[src/pdl_pkg.sv]
// Shared constants and types for the delimiter, link and negotiation block
package pdl_pkg;
	// Clock and timing
	localparam int CLK_PERIOD_NS = 10;
	localparam int US_NS         = 1000;
	localparam int MS_NS         = 1000000;
	localparam int HOLD_MS       = 1200;
	localparam int JAB_US        = 20000;
	localparam int MS_CYC_DEF    = (MS_NS + CLK_PERIOD_NS - 1) / CLK_PERIOD_NS;
	localparam int JAB_CYC_DEF   = (JAB_US * US_NS) / CLK_PERIOD_NS;
	localparam int HOLD_W        = 11;
	localparam logic [HOLD_W-1:0] HOLD_LAST = HOLD_W'(HOLD_MS - 1);

	// Register map
	localparam int AW = 3;
	localparam int DW = 16;
	localparam logic [AW-1:0] ADR_MAC_CTRL = 3'h0;
	localparam logic [AW-1:0] ADR_PHY_CTRL = 3'h1;
	localparam logic [AW-1:0] ADR_ADV      = 3'h2;
	localparam logic [AW-1:0] ADR_PARTNER  = 3'h3;
	localparam logic [AW-1:0] ADR_STATUS   = 3'h4;

	// Control fields
	localparam int MAC_W          = 3;
	localparam int PHY_W          = 6;
	localparam int CB_NEG_EN      = 0;
	localparam int CB_SPEED       = 1;
	localparam int CB_DUPLEX      = 2;
	localparam int CB_RESTART     = 3;
	localparam int CB_LINK_DIS    = 4;
	localparam int CB_JAB_DIS     = 5;
	localparam logic [MAC_W-1:0] MAC_CTRL_RST = 3'h0;
	localparam logic [PHY_W-1:0] PHY_CTRL_RST = 6'h01;

	// Status fields
	localparam int SB_NEG_DONE = 0;
	localparam int SB_LINK     = 1;
	localparam int SB_SPD_DET  = 2;
	localparam int SB_DPX_DET  = 3;
	localparam int SB_BAD_SSD  = 4;
	localparam int SB_BAD_ESD  = 5;
	localparam int SB_JABBER   = 6;

	// Advertisement ability bits
	localparam int AB_100FD = 8;
	localparam int AB_100HD = 7;
	localparam int AB_10FD  = 6;
	localparam int AB_10HD  = 5;
	localparam logic [DW-1:0] ADV_RST = 16'h01E1;

	// Code groups
	localparam int SYM_W = 5;
	localparam logic [SYM_W-1:0] SYM_I = 5'h1F;
	localparam logic [SYM_W-1:0] SYM_J = 5'h18;
	localparam logic [SYM_W-1:0] SYM_K = 5'h11;
	localparam logic [SYM_W-1:0] SYM_T = 5'h0D;
	localparam logic [SYM_W-1:0] SYM_R = 5'h07;
	localparam logic [2:0] SYM_LAST_BIT = 3'h4;
	localparam logic [3:0] NIB_PREAMBLE = 4'h5;

	typedef enum logic [1:0] {
		PDL_AN_OFF  = 2'b00,
		PDL_AN_HOLD = 2'b01,
		PDL_AN_DET  = 2'b10,
		PDL_AN_DONE = 2'b11
	} pdl_an_t;

	typedef enum logic [1:0] {
		PDL_RX_IDLE = 2'b00,
		PDL_RX_RECV = 2'b01,
		PDL_RX_FCAR = 2'b10
	} pdl_rx_t;

	typedef enum logic [1:0] {
		PDL_TX_IDLE = 2'b00,
		PDL_TX_K    = 2'b01,
		PDL_TX_DATA = 2'b10,
		PDL_TX_R    = 2'b11
	} pdl_tx_t;
endpackage

[src/pdl_tick_div.sv]
// Divider producing a one-cycle enable pulse every DIV clocks
`timescale 1ns/1ps
module pdl_tick_div #(
	parameter int DIV = 100000
) (
	input  wire logic core_clk,   // System clock
	input  wire logic rst,        // Asynchronous reset, active high
	output logic      tick        // One-cycle pulse every DIV cycles
);
	localparam int CW = (DIV > 2) ? $clog2(DIV) : 1;
	localparam logic [CW-1:0] LAST = CW'(DIV - 1);

	logic [CW-1:0] cnt_r;

	always_ff @(posedge core_clk or posedge rst) begin
		if (rst) begin
			cnt_r <= '0;
			tick  <= 1'b0;
		end else if (cnt_r == LAST) begin
			cnt_r <= '0;
			tick  <= 1'b1;
		end else begin
			cnt_r <= cnt_r + 1'b1;
			tick  <= 1'b0;
		end
	end
endmodule

[src/pdl_core.sv]
// Delimiter insertion and detection, link integrity, negotiation and jabber
//
// The register offsets and strobed register access are this design's own decisions.
`timescale 1ns/1ps
module pdl_core
	import pdl_pkg::*;
#(
	parameter int MS_CYC  = pdl_pkg::MS_CYC_DEF,
	parameter int JAB_CYC = pdl_pkg::JAB_CYC_DEF
) (
	input  wire logic                   core_clk,           // System clock
	input  wire logic                   rst,                // Asynchronous reset
	input  wire logic [pdl_pkg::AW-1:0] reg_addr,           // Register address
	input  wire logic [pdl_pkg::DW-1:0] reg_wdata,          // Register write data
	input  wire logic                   reg_wr,             // Write strobe
	input  wire logic                   reg_rd,             // Read strobe
	output logic      [pdl_pkg::DW-1:0] reg_rdata,          // Read data, cycle after strobe
	input  wire logic                   transmit_enable,    // MAC transmit enable
	input  wire logic [3:0]             tx_nibble,          // MAC transmit nibble
	output logic      [4:0]             tx_code,            // Encoded code group out
	output logic                        start_of_idle_pulse,// 10 Mbps end-of-frame pulse
	output logic                        link_pulse_enable,  // Link pulse generator allowed
	output logic                        tx_line_idle,       // Line outputs forced idle
	output logic                        collision,          // Collision to MAC
	input  wire logic                   rx_bit,             // Descrambled code bit
	input  wire logic                   squelch_valid,      // Squelch reports valid input
	input  wire logic                   descr_locked,       // Descrambler synchronised
	input  wire logic                   soi_detect,         // Missing transitions seen
	input  wire logic                   nlp_link_ok,        // 10 Mbps link pulses good
	input  wire logic                   flp_seen,           // Fast link pulse bursts seen
	input  wire logic                   partner_word_valid, // Partner word received
	input  wire logic [15:0]            partner_word,       // Partner capability word
	output logic      [3:0]             rx_nibble,          // Receive nibble to MAC
	output logic                        rx_dv,              // Receive data valid
	output logic                        rx_er,              // Receive error
	output logic                        false_carrier,      // False carrier pulse
	output logic                        crs,                // Carrier sense
	output logic                        adv_send,           // Send advertisement now
	output logic      [15:0]            adv_word,           // Advertisement word to send
	output logic                        link_pass,          // Link pass state
	output logic                        speed_100,          // Applied speed is 100 Mbps
	output logic                        full_duplex         // Applied duplex is full
);
	import pdl_pkg::*;

	function automatic logic [4:0] enc4(input logic [3:0] n);
		case (n)
			4'h0: enc4 = 5'h1E;
			4'h1: enc4 = 5'h09;
			4'h2: enc4 = 5'h14;
			4'h3: enc4 = 5'h15;
			4'h4: enc4 = 5'h0A;
			4'h5: enc4 = 5'h0B;
			4'h6: enc4 = 5'h0E;
			4'h7: enc4 = 5'h0F;
			4'h8: enc4 = 5'h12;
			4'h9: enc4 = 5'h13;
			4'hA: enc4 = 5'h16;
			4'hB: enc4 = 5'h17;
			4'hC: enc4 = 5'h1A;
			4'hD: enc4 = 5'h1B;
			4'hE: enc4 = 5'h1C;
			default: enc4 = 5'h1D;
		endcase
	endfunction

	// Returns {valid, nibble}
	function automatic logic [4:0] dec5(input logic [4:0] c);
		logic [4:0] r;
		r = 5'h00;
		for (int i = 0; i < 16; i++) begin
			if (enc4(4'(i)) == c) begin
				r = {1'b1, 4'(i)};
			end
		end
		dec5 = r;
	endfunction

	// True when two zeros exist that are not neighbours
	function automatic logic split_zeros(input logic [9:0] w);
		logic f;
		f = 1'b0;
		for (int i = 0; i < 10; i++) begin
			for (int j = i + 2; j < 10; j++) begin
				if (!w[i] && !w[j]) begin
					f = 1'b1;
				end
			end
		end
		split_zeros = f;
	endfunction

	localparam int JAB_W = $clog2(JAB_CYC + 1);
	localparam logic [JAB_W-1:0] JAB_LAST = JAB_W'(JAB_CYC - 1);

	logic [MAC_W-1:0]  mac_ctrl_r;
	logic [PHY_W-1:0]  phy_ctrl_r;
	logic [DW-1:0]     adv_r;
	logic [DW-1:0]     partner_r;
	logic              restart_r;
	logic              bad_ssd_r;
	logic              bad_esd_r;
	logic              jab_st_r;
	logic              ssd_evt_r;
	logic              esd_evt_r;
	logic              ms_tick;
	pdl_an_t           an_state_r;
	logic [HOLD_W-1:0] hold_cnt_r;
	logic              an_en_d_r;
	logic              neg_spd_r;
	logic              neg_dpx_r;
	pdl_tx_t           tx_state_r;
	pdl_tx_t           tx_state_nxt;
	logic [SYM_W-1:0]  tx_code_nxt;
	logic              te_d_r;
	logic [JAB_W-1:0]  jab_cnt_r;
	logic              jabber_r;
	logic [9:0]        win_r;
	logic [2:0]        bit_cnt_r;
	logic              kpend_r;
	pdl_rx_t           rx_state_r;
	logic              rx10_act_r;
	logic              sq_d_r;
	logic [4:0]        dec_hi;

	wire mac_en   = mac_ctrl_r[CB_NEG_EN];
	wire phy_en   = phy_ctrl_r[CB_NEG_EN];
	wire link_dis = phy_ctrl_r[CB_LINK_DIS];
	wire an_en    = mac_en & phy_en;
	wire hold     = an_en & (an_state_r == PDL_AN_HOLD);
	wire suppress = hold | jabber_r;
	wire link100  = squelch_valid & descr_locked;
	wire st_rd    = reg_rd && (reg_addr == ADR_STATUS);
	wire [DW-1:0] common = adv_r & partner_word;

	pdl_tick_div #(
		.DIV(MS_CYC)
	) u_ms_tick (
		.core_clk(core_clk),
		.rst     (rst),
		.tick    (ms_tick)
	);

	// Register writes
	always_ff @(posedge core_clk or posedge rst) begin
		if (rst) begin
			mac_ctrl_r <= MAC_CTRL_RST;
			phy_ctrl_r <= PHY_CTRL_RST;
			adv_r      <= ADV_RST;
			restart_r  <= 1'b0;
		end else begin
			restart_r <= reg_wr && (reg_addr == ADR_PHY_CTRL) && reg_wdata[CB_RESTART];
			if (reg_wr) begin
				if (reg_addr == ADR_MAC_CTRL) begin
					mac_ctrl_r <= reg_wdata[MAC_W-1:0];
				end else if (reg_addr == ADR_PHY_CTRL) begin
					phy_ctrl_r <= reg_wdata[PHY_W-1:0] & ~(6'h01 << CB_RESTART);
				end else if (reg_addr == ADR_ADV) begin
					adv_r <= reg_wdata;
				end
			end
		end
	end

	// Register reads, data valid only in the cycle after the strobe
	always_ff @(posedge core_clk or posedge rst) begin
		if (rst) begin
			reg_rdata <= '0;
		end else if (!reg_rd) begin
			reg_rdata <= '0;
		end else if (reg_addr == ADR_MAC_CTRL) begin
			reg_rdata <= DW'(mac_ctrl_r);
		end else if (reg_addr == ADR_PHY_CTRL) begin
			reg_rdata <= DW'(phy_ctrl_r);
		end else if (reg_addr == ADR_ADV) begin
			reg_rdata <= adv_r;
		end else if (reg_addr == ADR_PARTNER) begin
			reg_rdata <= partner_r;
		end else if (reg_addr == ADR_STATUS) begin
			reg_rdata <= '0;
			reg_rdata[SB_NEG_DONE] <= an_en & (an_state_r == PDL_AN_DONE);
			reg_rdata[SB_LINK]     <= link_pass;
			reg_rdata[SB_SPD_DET]  <= neg_spd_r;
			reg_rdata[SB_DPX_DET]  <= neg_dpx_r;
			reg_rdata[SB_BAD_SSD]  <= bad_ssd_r;
			reg_rdata[SB_BAD_ESD]  <= bad_esd_r;
			reg_rdata[SB_JABBER]   <= jab_st_r;
		end else begin
			reg_rdata <= '0;
		end
	end

	// Sticky status, cleared by reading; a new event wins over the clear
	always_ff @(posedge core_clk or posedge rst) begin
		if (rst) begin
			bad_ssd_r <= 1'b0;
			bad_esd_r <= 1'b0;
			jab_st_r  <= 1'b0;
		end else begin
			bad_ssd_r <= ssd_evt_r | (bad_ssd_r & ~st_rd);
			bad_esd_r <= esd_evt_r | (bad_esd_r & ~st_rd);
			jab_st_r  <= jabber_r | (jab_st_r & ~st_rd);
		end
	end

	// Negotiation sequencing
	always_ff @(posedge core_clk or posedge rst) begin
		if (rst) begin
			an_state_r <= PDL_AN_OFF;
			hold_cnt_r <= '0;
			an_en_d_r  <= 1'b0;
			neg_spd_r  <= 1'b0;
			neg_dpx_r  <= 1'b0;
			partner_r  <= '0;
			adv_send   <= 1'b0;
			adv_word   <= ADV_RST;
		end else begin
			an_en_d_r <= an_en;
			adv_word  <= adv_r;
			adv_send  <= an_en && (an_state_r == PDL_AN_DET) && flp_seen;
			if (!an_en) begin
				an_state_r <= PDL_AN_OFF;
			end else if (!an_en_d_r || restart_r) begin
				an_state_r <= PDL_AN_HOLD;
				hold_cnt_r <= '0;
			end else begin
				case (an_state_r)
					PDL_AN_HOLD: begin
						if (ms_tick) begin
							if (hold_cnt_r == HOLD_LAST) begin
								an_state_r <= PDL_AN_DET;
							end else begin
								hold_cnt_r <= hold_cnt_r + 1'b1;
							end
						end
					end
					PDL_AN_DET: begin
						if (flp_seen) begin
							if (partner_word_valid) begin
								partner_r  <= partner_word;
								an_state_r <= PDL_AN_DONE;
								neg_spd_r  <= common[AB_100FD] | common[AB_100HD];
								neg_dpx_r  <= common[AB_100FD] |
									(~common[AB_100HD] & common[AB_10FD]);
							end
						end else if (link100) begin
							an_state_r <= PDL_AN_DONE;
							neg_spd_r  <= 1'b1;
							neg_dpx_r  <= 1'b0;
						end else if (nlp_link_ok) begin
							an_state_r <= PDL_AN_DONE;
							neg_spd_r  <= 1'b0;
							neg_dpx_r  <= 1'b0;
						end
					end
					PDL_AN_DONE: begin
						// Link integrity of the chosen speed; failure renegotiates
						if (!(neg_spd_r ? link100 : nlp_link_ok)) begin
							an_state_r <= PDL_AN_HOLD;
							hold_cnt_r <= '0;
						end
					end
					default: begin
						an_state_r <= PDL_AN_HOLD;
						hold_cnt_r <= '0;
					end
				endcase
			end
		end
	end

	// Applied speed, duplex and link state
	always_ff @(posedge core_clk or posedge rst) begin
		if (rst) begin
			speed_100         <= 1'b0;
			full_duplex       <= 1'b0;
			link_pass         <= 1'b0;
			link_pulse_enable <= 1'b0;
		end else begin
			if (link_dis || (mac_en && !phy_en)) begin
				speed_100   <= phy_ctrl_r[CB_SPEED];
				full_duplex <= phy_ctrl_r[CB_DUPLEX];
			end else if (!mac_en) begin
				speed_100   <= mac_ctrl_r[CB_SPEED];
				full_duplex <= mac_ctrl_r[CB_DUPLEX];
			end else begin
				speed_100   <= neg_spd_r;
				full_duplex <= neg_dpx_r;
			end
			if (link_dis) begin
				link_pass <= 1'b1;
			end else if (an_en && (an_state_r != PDL_AN_DONE)) begin
				link_pass <= 1'b0;
			end else begin
				link_pass <= speed_100 ? link100 : nlp_link_ok;
			end
			link_pulse_enable <= link_dis | ~hold;
		end
	end

	// Transmit delimiter insertion
	always_comb begin
		tx_state_nxt = tx_state_r;
		tx_code_nxt  = SYM_I;
		case (tx_state_r)
			PDL_TX_IDLE: begin
				if (transmit_enable) begin
					tx_code_nxt  = SYM_J;
					tx_state_nxt = PDL_TX_K;
				end
			end
			PDL_TX_K: begin
				tx_code_nxt  = SYM_K;
				tx_state_nxt = PDL_TX_DATA;
			end
			PDL_TX_DATA: begin
				if (transmit_enable) begin
					tx_code_nxt = enc4(tx_nibble);
				end else begin
					tx_code_nxt  = SYM_T;
					tx_state_nxt = PDL_TX_R;
				end
			end
			default: begin
				tx_code_nxt  = SYM_R;
				tx_state_nxt = PDL_TX_IDLE;
			end
		endcase
	end

	always_ff @(posedge core_clk or posedge rst) begin
		if (rst) begin
			tx_state_r          <= PDL_TX_IDLE;
			tx_code             <= SYM_I;
			te_d_r              <= 1'b0;
			start_of_idle_pulse <= 1'b0;
			tx_line_idle        <= 1'b1;
		end else begin
			te_d_r       <= transmit_enable;
			tx_line_idle <= suppress;
			tx_state_r   <= speed_100 ? tx_state_nxt : PDL_TX_IDLE;
			tx_code      <= (speed_100 && !suppress) ? tx_code_nxt : SYM_I;
			start_of_idle_pulse <= !speed_100 && te_d_r && !transmit_enable && !suppress;
		end
	end

	// Jabber watch on 10 Mbps transmissions
	always_ff @(posedge core_clk or posedge rst) begin
		if (rst) begin
			jab_cnt_r <= '0;
			jabber_r  <= 1'b0;
			collision <= 1'b0;
		end else begin
			collision <= jabber_r;
			if (speed_100 || phy_ctrl_r[CB_JAB_DIS] || !transmit_enable) begin
				jab_cnt_r <= '0;
				jabber_r  <= 1'b0;
			end else if (jab_cnt_r == JAB_LAST) begin
				jabber_r <= 1'b1;
			end else begin
				jab_cnt_r <= jab_cnt_r + 1'b1;
			end
		end
	end

	// Receive window: newest bit in bit 0, older group in the upper half
	always_ff @(posedge core_clk or posedge rst) begin
		if (rst) begin
			win_r <= {SYM_I, SYM_I};
		end else begin
			win_r <= {win_r[8:0], rx_bit};
		end
	end

	assign dec_hi = dec5(win_r[9:5]);

	// 100 Mbps delimiter detection
	always_ff @(posedge core_clk or posedge rst) begin
		if (rst) begin
			rx_state_r    <= PDL_RX_IDLE;
			bit_cnt_r     <= '0;
			kpend_r       <= 1'b0;
			rx_nibble     <= '0;
			rx_dv         <= 1'b0;
			rx_er         <= 1'b0;
			false_carrier <= 1'b0;
			ssd_evt_r     <= 1'b0;
			esd_evt_r     <= 1'b0;
		end else begin
			false_carrier <= 1'b0;
			ssd_evt_r     <= 1'b0;
			esd_evt_r     <= 1'b0;
			if (!speed_100) begin
				rx_state_r <= PDL_RX_IDLE;
				rx_dv      <= 1'b0;
				rx_er      <= 1'b0;
			end else begin
				case (rx_state_r)
					PDL_RX_IDLE: begin
						rx_dv <= 1'b0;
						rx_er <= 1'b0;
						if (win_r == {SYM_J, SYM_K}) begin
							rx_state_r <= PDL_RX_RECV;
							bit_cnt_r  <= '0;
							kpend_r    <= 1'b1;
							rx_dv      <= 1'b1;
							rx_nibble  <= NIB_PREAMBLE;
						// Judge once the earliest zero is oldest: a J/K still arriving is spared
						end else if (win_r != {SYM_I, SYM_I} && split_zeros(win_r) &&
							!win_r[2*SYM_W-1]) begin
							rx_state_r    <= PDL_RX_FCAR;
							rx_er         <= 1'b1;
							false_carrier <= 1'b1;
							ssd_evt_r     <= 1'b1;
						end
					end
					PDL_RX_FCAR: begin
						rx_er <= 1'b0;
						if (win_r == {SYM_I, SYM_I}) begin
							rx_state_r <= PDL_RX_IDLE;
						end
					end
					PDL_RX_RECV: begin
						if (bit_cnt_r == SYM_LAST_BIT) begin
							bit_cnt_r <= '0;
							if (kpend_r) begin
								kpend_r   <= 1'b0;
								rx_nibble <= NIB_PREAMBLE;
								rx_dv     <= 1'b1;
							end else if (win_r == {SYM_T, SYM_R}) begin
								// Wait for I/I so the tail of T/R is not false carrier
								rx_state_r <= PDL_RX_FCAR;
								rx_dv      <= 1'b0;
								rx_er      <= 1'b0;
							end else if (win_r == {SYM_I, SYM_I}) begin
								rx_state_r <= PDL_RX_IDLE;
								rx_dv      <= 1'b1;
								rx_er      <= 1'b1;
								esd_evt_r  <= 1'b1;
							end else begin
								rx_nibble <= dec_hi[3:0];
								rx_dv     <= 1'b1;
								rx_er     <= ~dec_hi[4];
							end
						end else begin
							bit_cnt_r <= bit_cnt_r + 1'b1;
						end
					end
					default: begin
						rx_state_r <= PDL_RX_IDLE;
					end
				endcase
			end
		end
	end

	// Carrier sense for both speeds
	always_ff @(posedge core_clk or posedge rst) begin
		if (rst) begin
			rx10_act_r <= 1'b0;
			sq_d_r     <= 1'b0;
			crs        <= 1'b0;
		end else begin
			sq_d_r <= squelch_valid;
			if (speed_100 || soi_detect) begin
				rx10_act_r <= 1'b0;
			end else if (squelch_valid && !sq_d_r) begin
				rx10_act_r <= 1'b1;
			end
			crs <= speed_100 ? (rx_state_r == PDL_RX_RECV) : rx10_act_r;
		end
	end
endmodule

[config.mk]
export PLATFORM = sky130hd
export DESIGN_NAME = pdl_core
export DESIGN_NICKNAME = d
export VERILOG_FILES = /design/src/pdl_pkg.sv /design/src/pdl_tick_div.sv /design/src/pdl_core.sv
export SDC_FILE = /design/constraint.sdc
export NUM_CORES = 1
export LEC_CHECK = 0
export ABC_AREA = 1
export BUFFER_PORTS_ARGS = -buffer_cell sky130_fd_sc_hd__buf_4
export CORE_ASPECT_RATIO = 2
export CORE_MARGIN = 5
export CORE_UTILIZATION = 48
export CTS_CLUSTER_SIZE = 12
export DETAILED_ROUTE_END_ITERATION = 7
export GPL_ROUTABILITY_DRIVEN = 0
export HOLD_SLACK_MARGIN = 0.03
export PLACE_DENSITY = 0.71
export SYNTH_ARGS = -nofsm -noshare
export SYNTH_HDL_FRONTEND = slang
export SYNTH_HIERARCHICAL = 1
export SYNTH_SLANG_ARGS = --single-unit
[constraint.sdc]
create_clock -name core_clk -period 4.37 [get_ports core_clk]
set_clock_uncertainty 0.15 [all_clocks]
set_input_delay 0 -clock core_clk [delete_from_list [all_inputs] [get_ports core_clk]]
set_output_delay 0 -clock core_clk [all_outputs]
set_load 0.1 [all_outputs]
# Word-level counts from Yosys, hierarchy flattened
# Memory sizes are Yosys's and may differ from the RTL's.
# Cells that the tools add are included.
# op_classes
addsub,4
n_eq_ne,58
n_mux,150
bitwise,23
reduce_logical,92
# op_table
op,count
2-to-1 mux 5 bit,18
2-to-1 mux 1 bit,82
2-to-1 mux 16 bit,5
"equality test 5 bit, first input constant",11
logical AND 1 bit,50
2-to-1 mux 11 bit,4
2-to-1 mux 21 bit,2
2-to-1 mux 2 bit,19
one-hot mux 11 bit (3 select lines),1
"equality test 4 x 5 -> 1 bit, first input constant",5
"inequality test 3 bit, second input constant",8
"adder 21 x 1 -> 21 bit, second input constant",1
"equality test 21 bit, second input constant",1
"equality test 10 bit, second input constant",2
2-to-1 mux 4 bit,5
AND reduction 5 bit,4
one-hot mux 2 bit (3 select lines),3
"adder 17 x 1 -> 17 bit, second input constant",1
"equality test 17 bit, second input constant",1
2-to-1 mux 17 bit,1
zero test 1 bit,16
one-hot mux 5 bit (3 select lines),1
AND reduction 3 bit,4
"adder 11 x 1 -> 11 bit, second input constant",1
35 further kinds,81
# totals
register_bits,175
rom_bits,80
in_bits,51
output_inout_bits,53
mem_count,1
# mem_list
name,words,width,rd,rd_clocked_by_memory_dff,write_ports,line,source
(name not given),16,5,1,0,0,pdl_core.sv:47,case (n)

# Depth between registers and ports, before layout
# depth
ltp_word,47
mapped_depth,12

# Hierarchy
# Netlist, hierarchy kept.
# modules_own_cells
mod,instances,cells_per_inst,area_per_inst_um2,seq_area_each_um2
pdl_core,1,832,7521.0,3962.6
pdl_tick_div,1,144,1008.5,450.4

# Worst setup path after synthesis
# OpenSTA, ideal clock, no wires.
# synth_path
path_type,reg2reg
startpoint,register speed_100
endpoint,register rx_nibble[0]
setup_time_ps,121
arrival_ps,1929
path_slack_ps,2170
path_stages_with_launch,9
path_buffers,1
synth_period_minus_slack_ps,2200
path_cell_list,dfrtp_1 buf_4 inv_1 a21oi_4 nand3_4 nor2_4 nand2_1 nor2_1 nor2_1
# synth_between
elab_chain_cells,1
# synth_rtl
item,line,source
from (decl),pdl_core.sv:41,"output logic speed_100,"
from (signal assigned),pdl_core.sv:281,speed_100 <= phy_ctrl_r[CB_SPEED];
from (signal assigned),pdl_core.sv:284,speed_100 <= mac_ctrl_r[CB_SPEED];
from (signal assigned),pdl_core.sv:287,speed_100 <= neg_spd_r;
AND reduction 6 bit (no source line),--,
to (signal assigned),pdl_core.sv:441,rx_nibble <= dec_hi[3:0];
to (decl),pdl_core.sv:33,"output logic [3:0] rx_nibble,"
# Every way passes these cells.
# A chain may end at the register's enable or synchronous reset.

# Worst setup path in the final report
# layout_path
startpoint,register restart_r
endpoint,register neg_spd_r
# layout_between
elab_chain_cells,3
# layout_rtl
item,line,source
from (decl),pdl_core.sv:100,logic restart_r;
from (signal assigned),pdl_core.sv:152,restart_r <= reg_wr && (reg_addr == ADR_PHY_CTRL) && reg_wdata[CB_RESTART];
logical OR 1 bit,pdl_core.sv:223,end else if (!an_en_d_r || restart_r) begin
NOT 1 bit (no source line),--,
AND reduction 5 bit (no source line),--,
to (signal assigned),pdl_core.sv:242,neg_spd_r <= common[AB_100FD] | common[AB_100HD];
to (decl),pdl_core.sv:110,logic neg_spd_r;
# Every way passes these cells.

==> impl_metrics.env <==
export IMPL_antenna_found_initial=0
export IMPL_io_pins=104
export IMPL_synth_edf_count=0
export IMPL_tns_ns=0
export IMPL_clock_fmax_mhz=355.4
export IMPL_layoutNonFillerInstCount=1371
export IMPL_finalNetCount=1213
export IMPL_cts_buffers=17
export IMPL_vias_per_cell=5.156
export IMPL_dp_cells=1276
export IMPL_power_frac_seq=0.402
export IMPL_post_dp_hpwl_um=14300
export IMPL_final_common_cell="nand2_1"
export IMPL_reg2reg_depth=9
export IMPL_p_leak_nw=5.211
export IMPL_yosys_area_top_type="dfrtp_1"
export IMPL_p_comb_frac=0.271
export IMPL_cts_setup_buffers=0
export IMPL_vias=7069
export IMPL_yosysSeqAreaShare=0.5174
export IMPL_crit_required_ns=4.59
export IMPL_setup_viol=0
export IMPL_placementRows=69
export IMPL_die_w_um=104.3
export IMPL_syn_to_final_growth_pct=25.79
export IMPL_power_switching_w=0.001820
export IMPL_yosysUniqueCellTypes=52
export IMPL_synth_area_leaders="dfrtp_1 (43%), dfstp_2 (8.3%), nand2_1 (8.3%), inv_1 (5.2%), nor2_1 (5.0%)"
export IMPL_r2r_slack_ns=1.56
export IMPL_reg2reg_from="restart_r$_DFF_PP0_"
export IMPL_clk_pin_slew_ns=0.08
export IMPL_p_int_w=0.003032
export IMPL_crit_path_end_kind="flip-flop"
export IMPL_dieArea_um2=20700
export IMPL_min_period_ns=2.814
export IMPL_core_um2=17610
export IMPL_tritoncts="yes"
export IMPL_cts_sinks=175
export IMPL_holdWs_ns=0.06201
export IMPL_port_buffers=103
export IMPL_r2r_end="neg_spd_r$_DFFE_PP0P_"
export IMPL_worstMarginPinSlew_ns=1.117
export IMPL_cts_max_level=4
export IMPL_ys_ff_latch=175
export IMPL_yosysWarningCount=6
export IMPL_grt_setup_unrepaired="no"
export IMPL_critical_path_class="reg2reg"
export IMPL_firstDrtPassIters=6
export IMPL_netlist_area_leader_share=0.4342
export IMPL_p_sw_frac=0.3752
export IMPL_critPathLaunch="restart_r$_DFF_PP0_"
export IMPL_synthCells=976
export IMPL_postLayoutCellArea_um2=10730
export IMPL_drive_above_1_share=0.1978
export IMPL_dieHeight_um=198.5
export IMPL_grt_pass1_vias=7028
export IMPL_diodes=0
export IMPL_setup_worst_path_start_class="flip-flop"
export IMPL_grt_first_pass_wirelength_um=34560
export IMPL_grt_max_degree=67
export IMPL_wire_per_inst_um=14.55
export IMPL_drc=0
export IMPL_ir_drop_mv=0.4226
export IMPL_p_per_area_nw_per_um2=452.2
export IMPL_critPathMaxFanout=15
export IMPL_maxSlewViolCount=0
export IMPL_syn_area_per_cell_um2=8.739
export IMPL_post_route_period_util=0.6439
export IMPL_layout_common_cells="nand2_1 (189), dfrtp_1 (148), inv_1 (117)"
export IMPL_hold_path_class="in2async"
export IMPL_clock_tree_root_cell="clkbuf_16"
export IMPL_final_antenna_net_count=0
export IMPL_routed_wl_um=19950
export IMPL_maxSlewHeadroom=0.2533
export IMPL_cap_violations=0
export IMPL_grtUsageTotal=0.2026
export IMPL_synth_nets=1044
export IMPL_cp_endpoint="neg_spd_r$_DFFE_PP0P_"
export IMPL_start_util=0.4843
export IMPL_overflow=0
export IMPL_pwr_share_clk=0.327
export IMPL_synth_async_reset_ratio=1.000
export IMPL_cts_max_path_buffers=2
export IMPL_final_util=0.6092
export IMPL_cp_arrival_ns=3.04
export IMPL_outcome="complete, no violations"
export IMPL_drtIter0Drc=485
export IMPL_syn_area_um2=8529
export IMPL_clk_latency_ns=0.43
export IMPL_hold_viol=0
export IMPL_synthFlopType="dfrtp_1"
export IMPL_dpl_cell_area_um2=9475
## worst min-delay path by stage
stage,depth (start not counted),to,startpoint
2_1_floorplan,1,u_ms_tick/cnt_r[0]$_DFF_PP0_,rst
3_3_place_gp,1,win_r[0]$_DFF_PP1_,rx_bit
3_5_place_dp,1,win_r[0]$_DFF_PP1_,rx_bit
4_1_cts,2,win_r[0]$_DFF_PP1_,rx_bit
5_1_grt,2,win_r[0]$_DFF_PP1_,rx_bit
6_report,3,hold_cnt_r[10]$_DFFE_PP0P_,rst
## cell type report
class | count | area [µm²]
clock inverters | 15 | 197.7
inverters | 135 | 513.0
well taps | 213 | 266.5
fillers | 1454 | 6883
multi-input cells | 648 | 3495
clock buffers | 17 | 425.4
flip-flops and latches | 175 | 4413
repair buffers | 168 | 1419
## critical path: stages (launching register included)
cell,delay (ns)
dfrtp_1,0.40
nor2_4,0.33
nand2_1,0.15
clkinv_1,0.09
nand2_1,0.06
nor3_2,0.20
o21ai_0,0.14
dlygate4sd3_1,0.57
o21ai_0,0.08
dlygate4sd3_1,0.57
## cells by family after synthesis
kind of cell	count (synthesis)	share of synthesized area
xor gates and xnor gates	10	0.01027
DFF	175	0.5174
and+or+nand+nor	459	0.2503
adders and majority gates	17	0.02494
AOI/OAI and AO/OA	138	0.09183
buffers and inverters	153	0.07290
muxes	24	0.03242
## per-layer routing
layer,GRT usage,wire length [µm]
met5,0,0
met2,0.3187,9304
met3,0.04807,1135
met1,0.2770,9161
met4,0.06724,352
## sequential cells by signal, summed over array words and instances (netlist names), 2 cells and up
name	count
reg_rdata	16
u_ms_tick/cnt_r	17
phy_ctrl_r	5
hold_cnt_r	11
adv_r	16
rx_nibble	4
win_r	10
jab_cnt_r	21
tx_code	5
mac_ctrl_r	3
rx_state_r	2
partner_r	16
an_state_r	2
adv_word	16
bit_cnt_r	3
tx_state_r	2
## cell usage after synthesis, types with 16 or more instances
cell type,number
dfstp_2,27
a21oi_1,42
nand3_1,66
o21ai_1,34
inv_1,118
dfrtp_1,148
nor2_1,113
nand4_1,22
mux2_1,21
nand2_1,189
nor3_1,16
ha_1,17
o21ai_0,31
## power groups by stage
stage | clock network (W) | logic [W] | registers (W)
3_3_place_gp | 0 | 0.00124 | 0.00197
5_1_grt | 0.00169 | 0.00141 | 0.00198
2_1_floorplan | 0 | 0.000405 | 0.00253
3_5_place_dp | 0 | 0.00126 | 0.00198
6_report | 0.00159 | 0.00131 | 0.00195
4_1_cts | 0.00162 | 0.00132 | 0.00195
## timing repair
action	CTS	global route
gates resized for setup	0	0
endpoints found under the hold margin	160	0
hold buffers	63	0
## metrics by stage
step	total power, W	setup WS [ns]
2_1_floorplan	0.002939	0.02983
3_3_place_gp	0.003218	1.775
3_5_place_dp	0.003241	1.632
4_1_cts	0.004885	1.615
5_1_grt	0.005074	1.430
6_report	0.004852	1.556
Power figures use the tool's default switching activity.
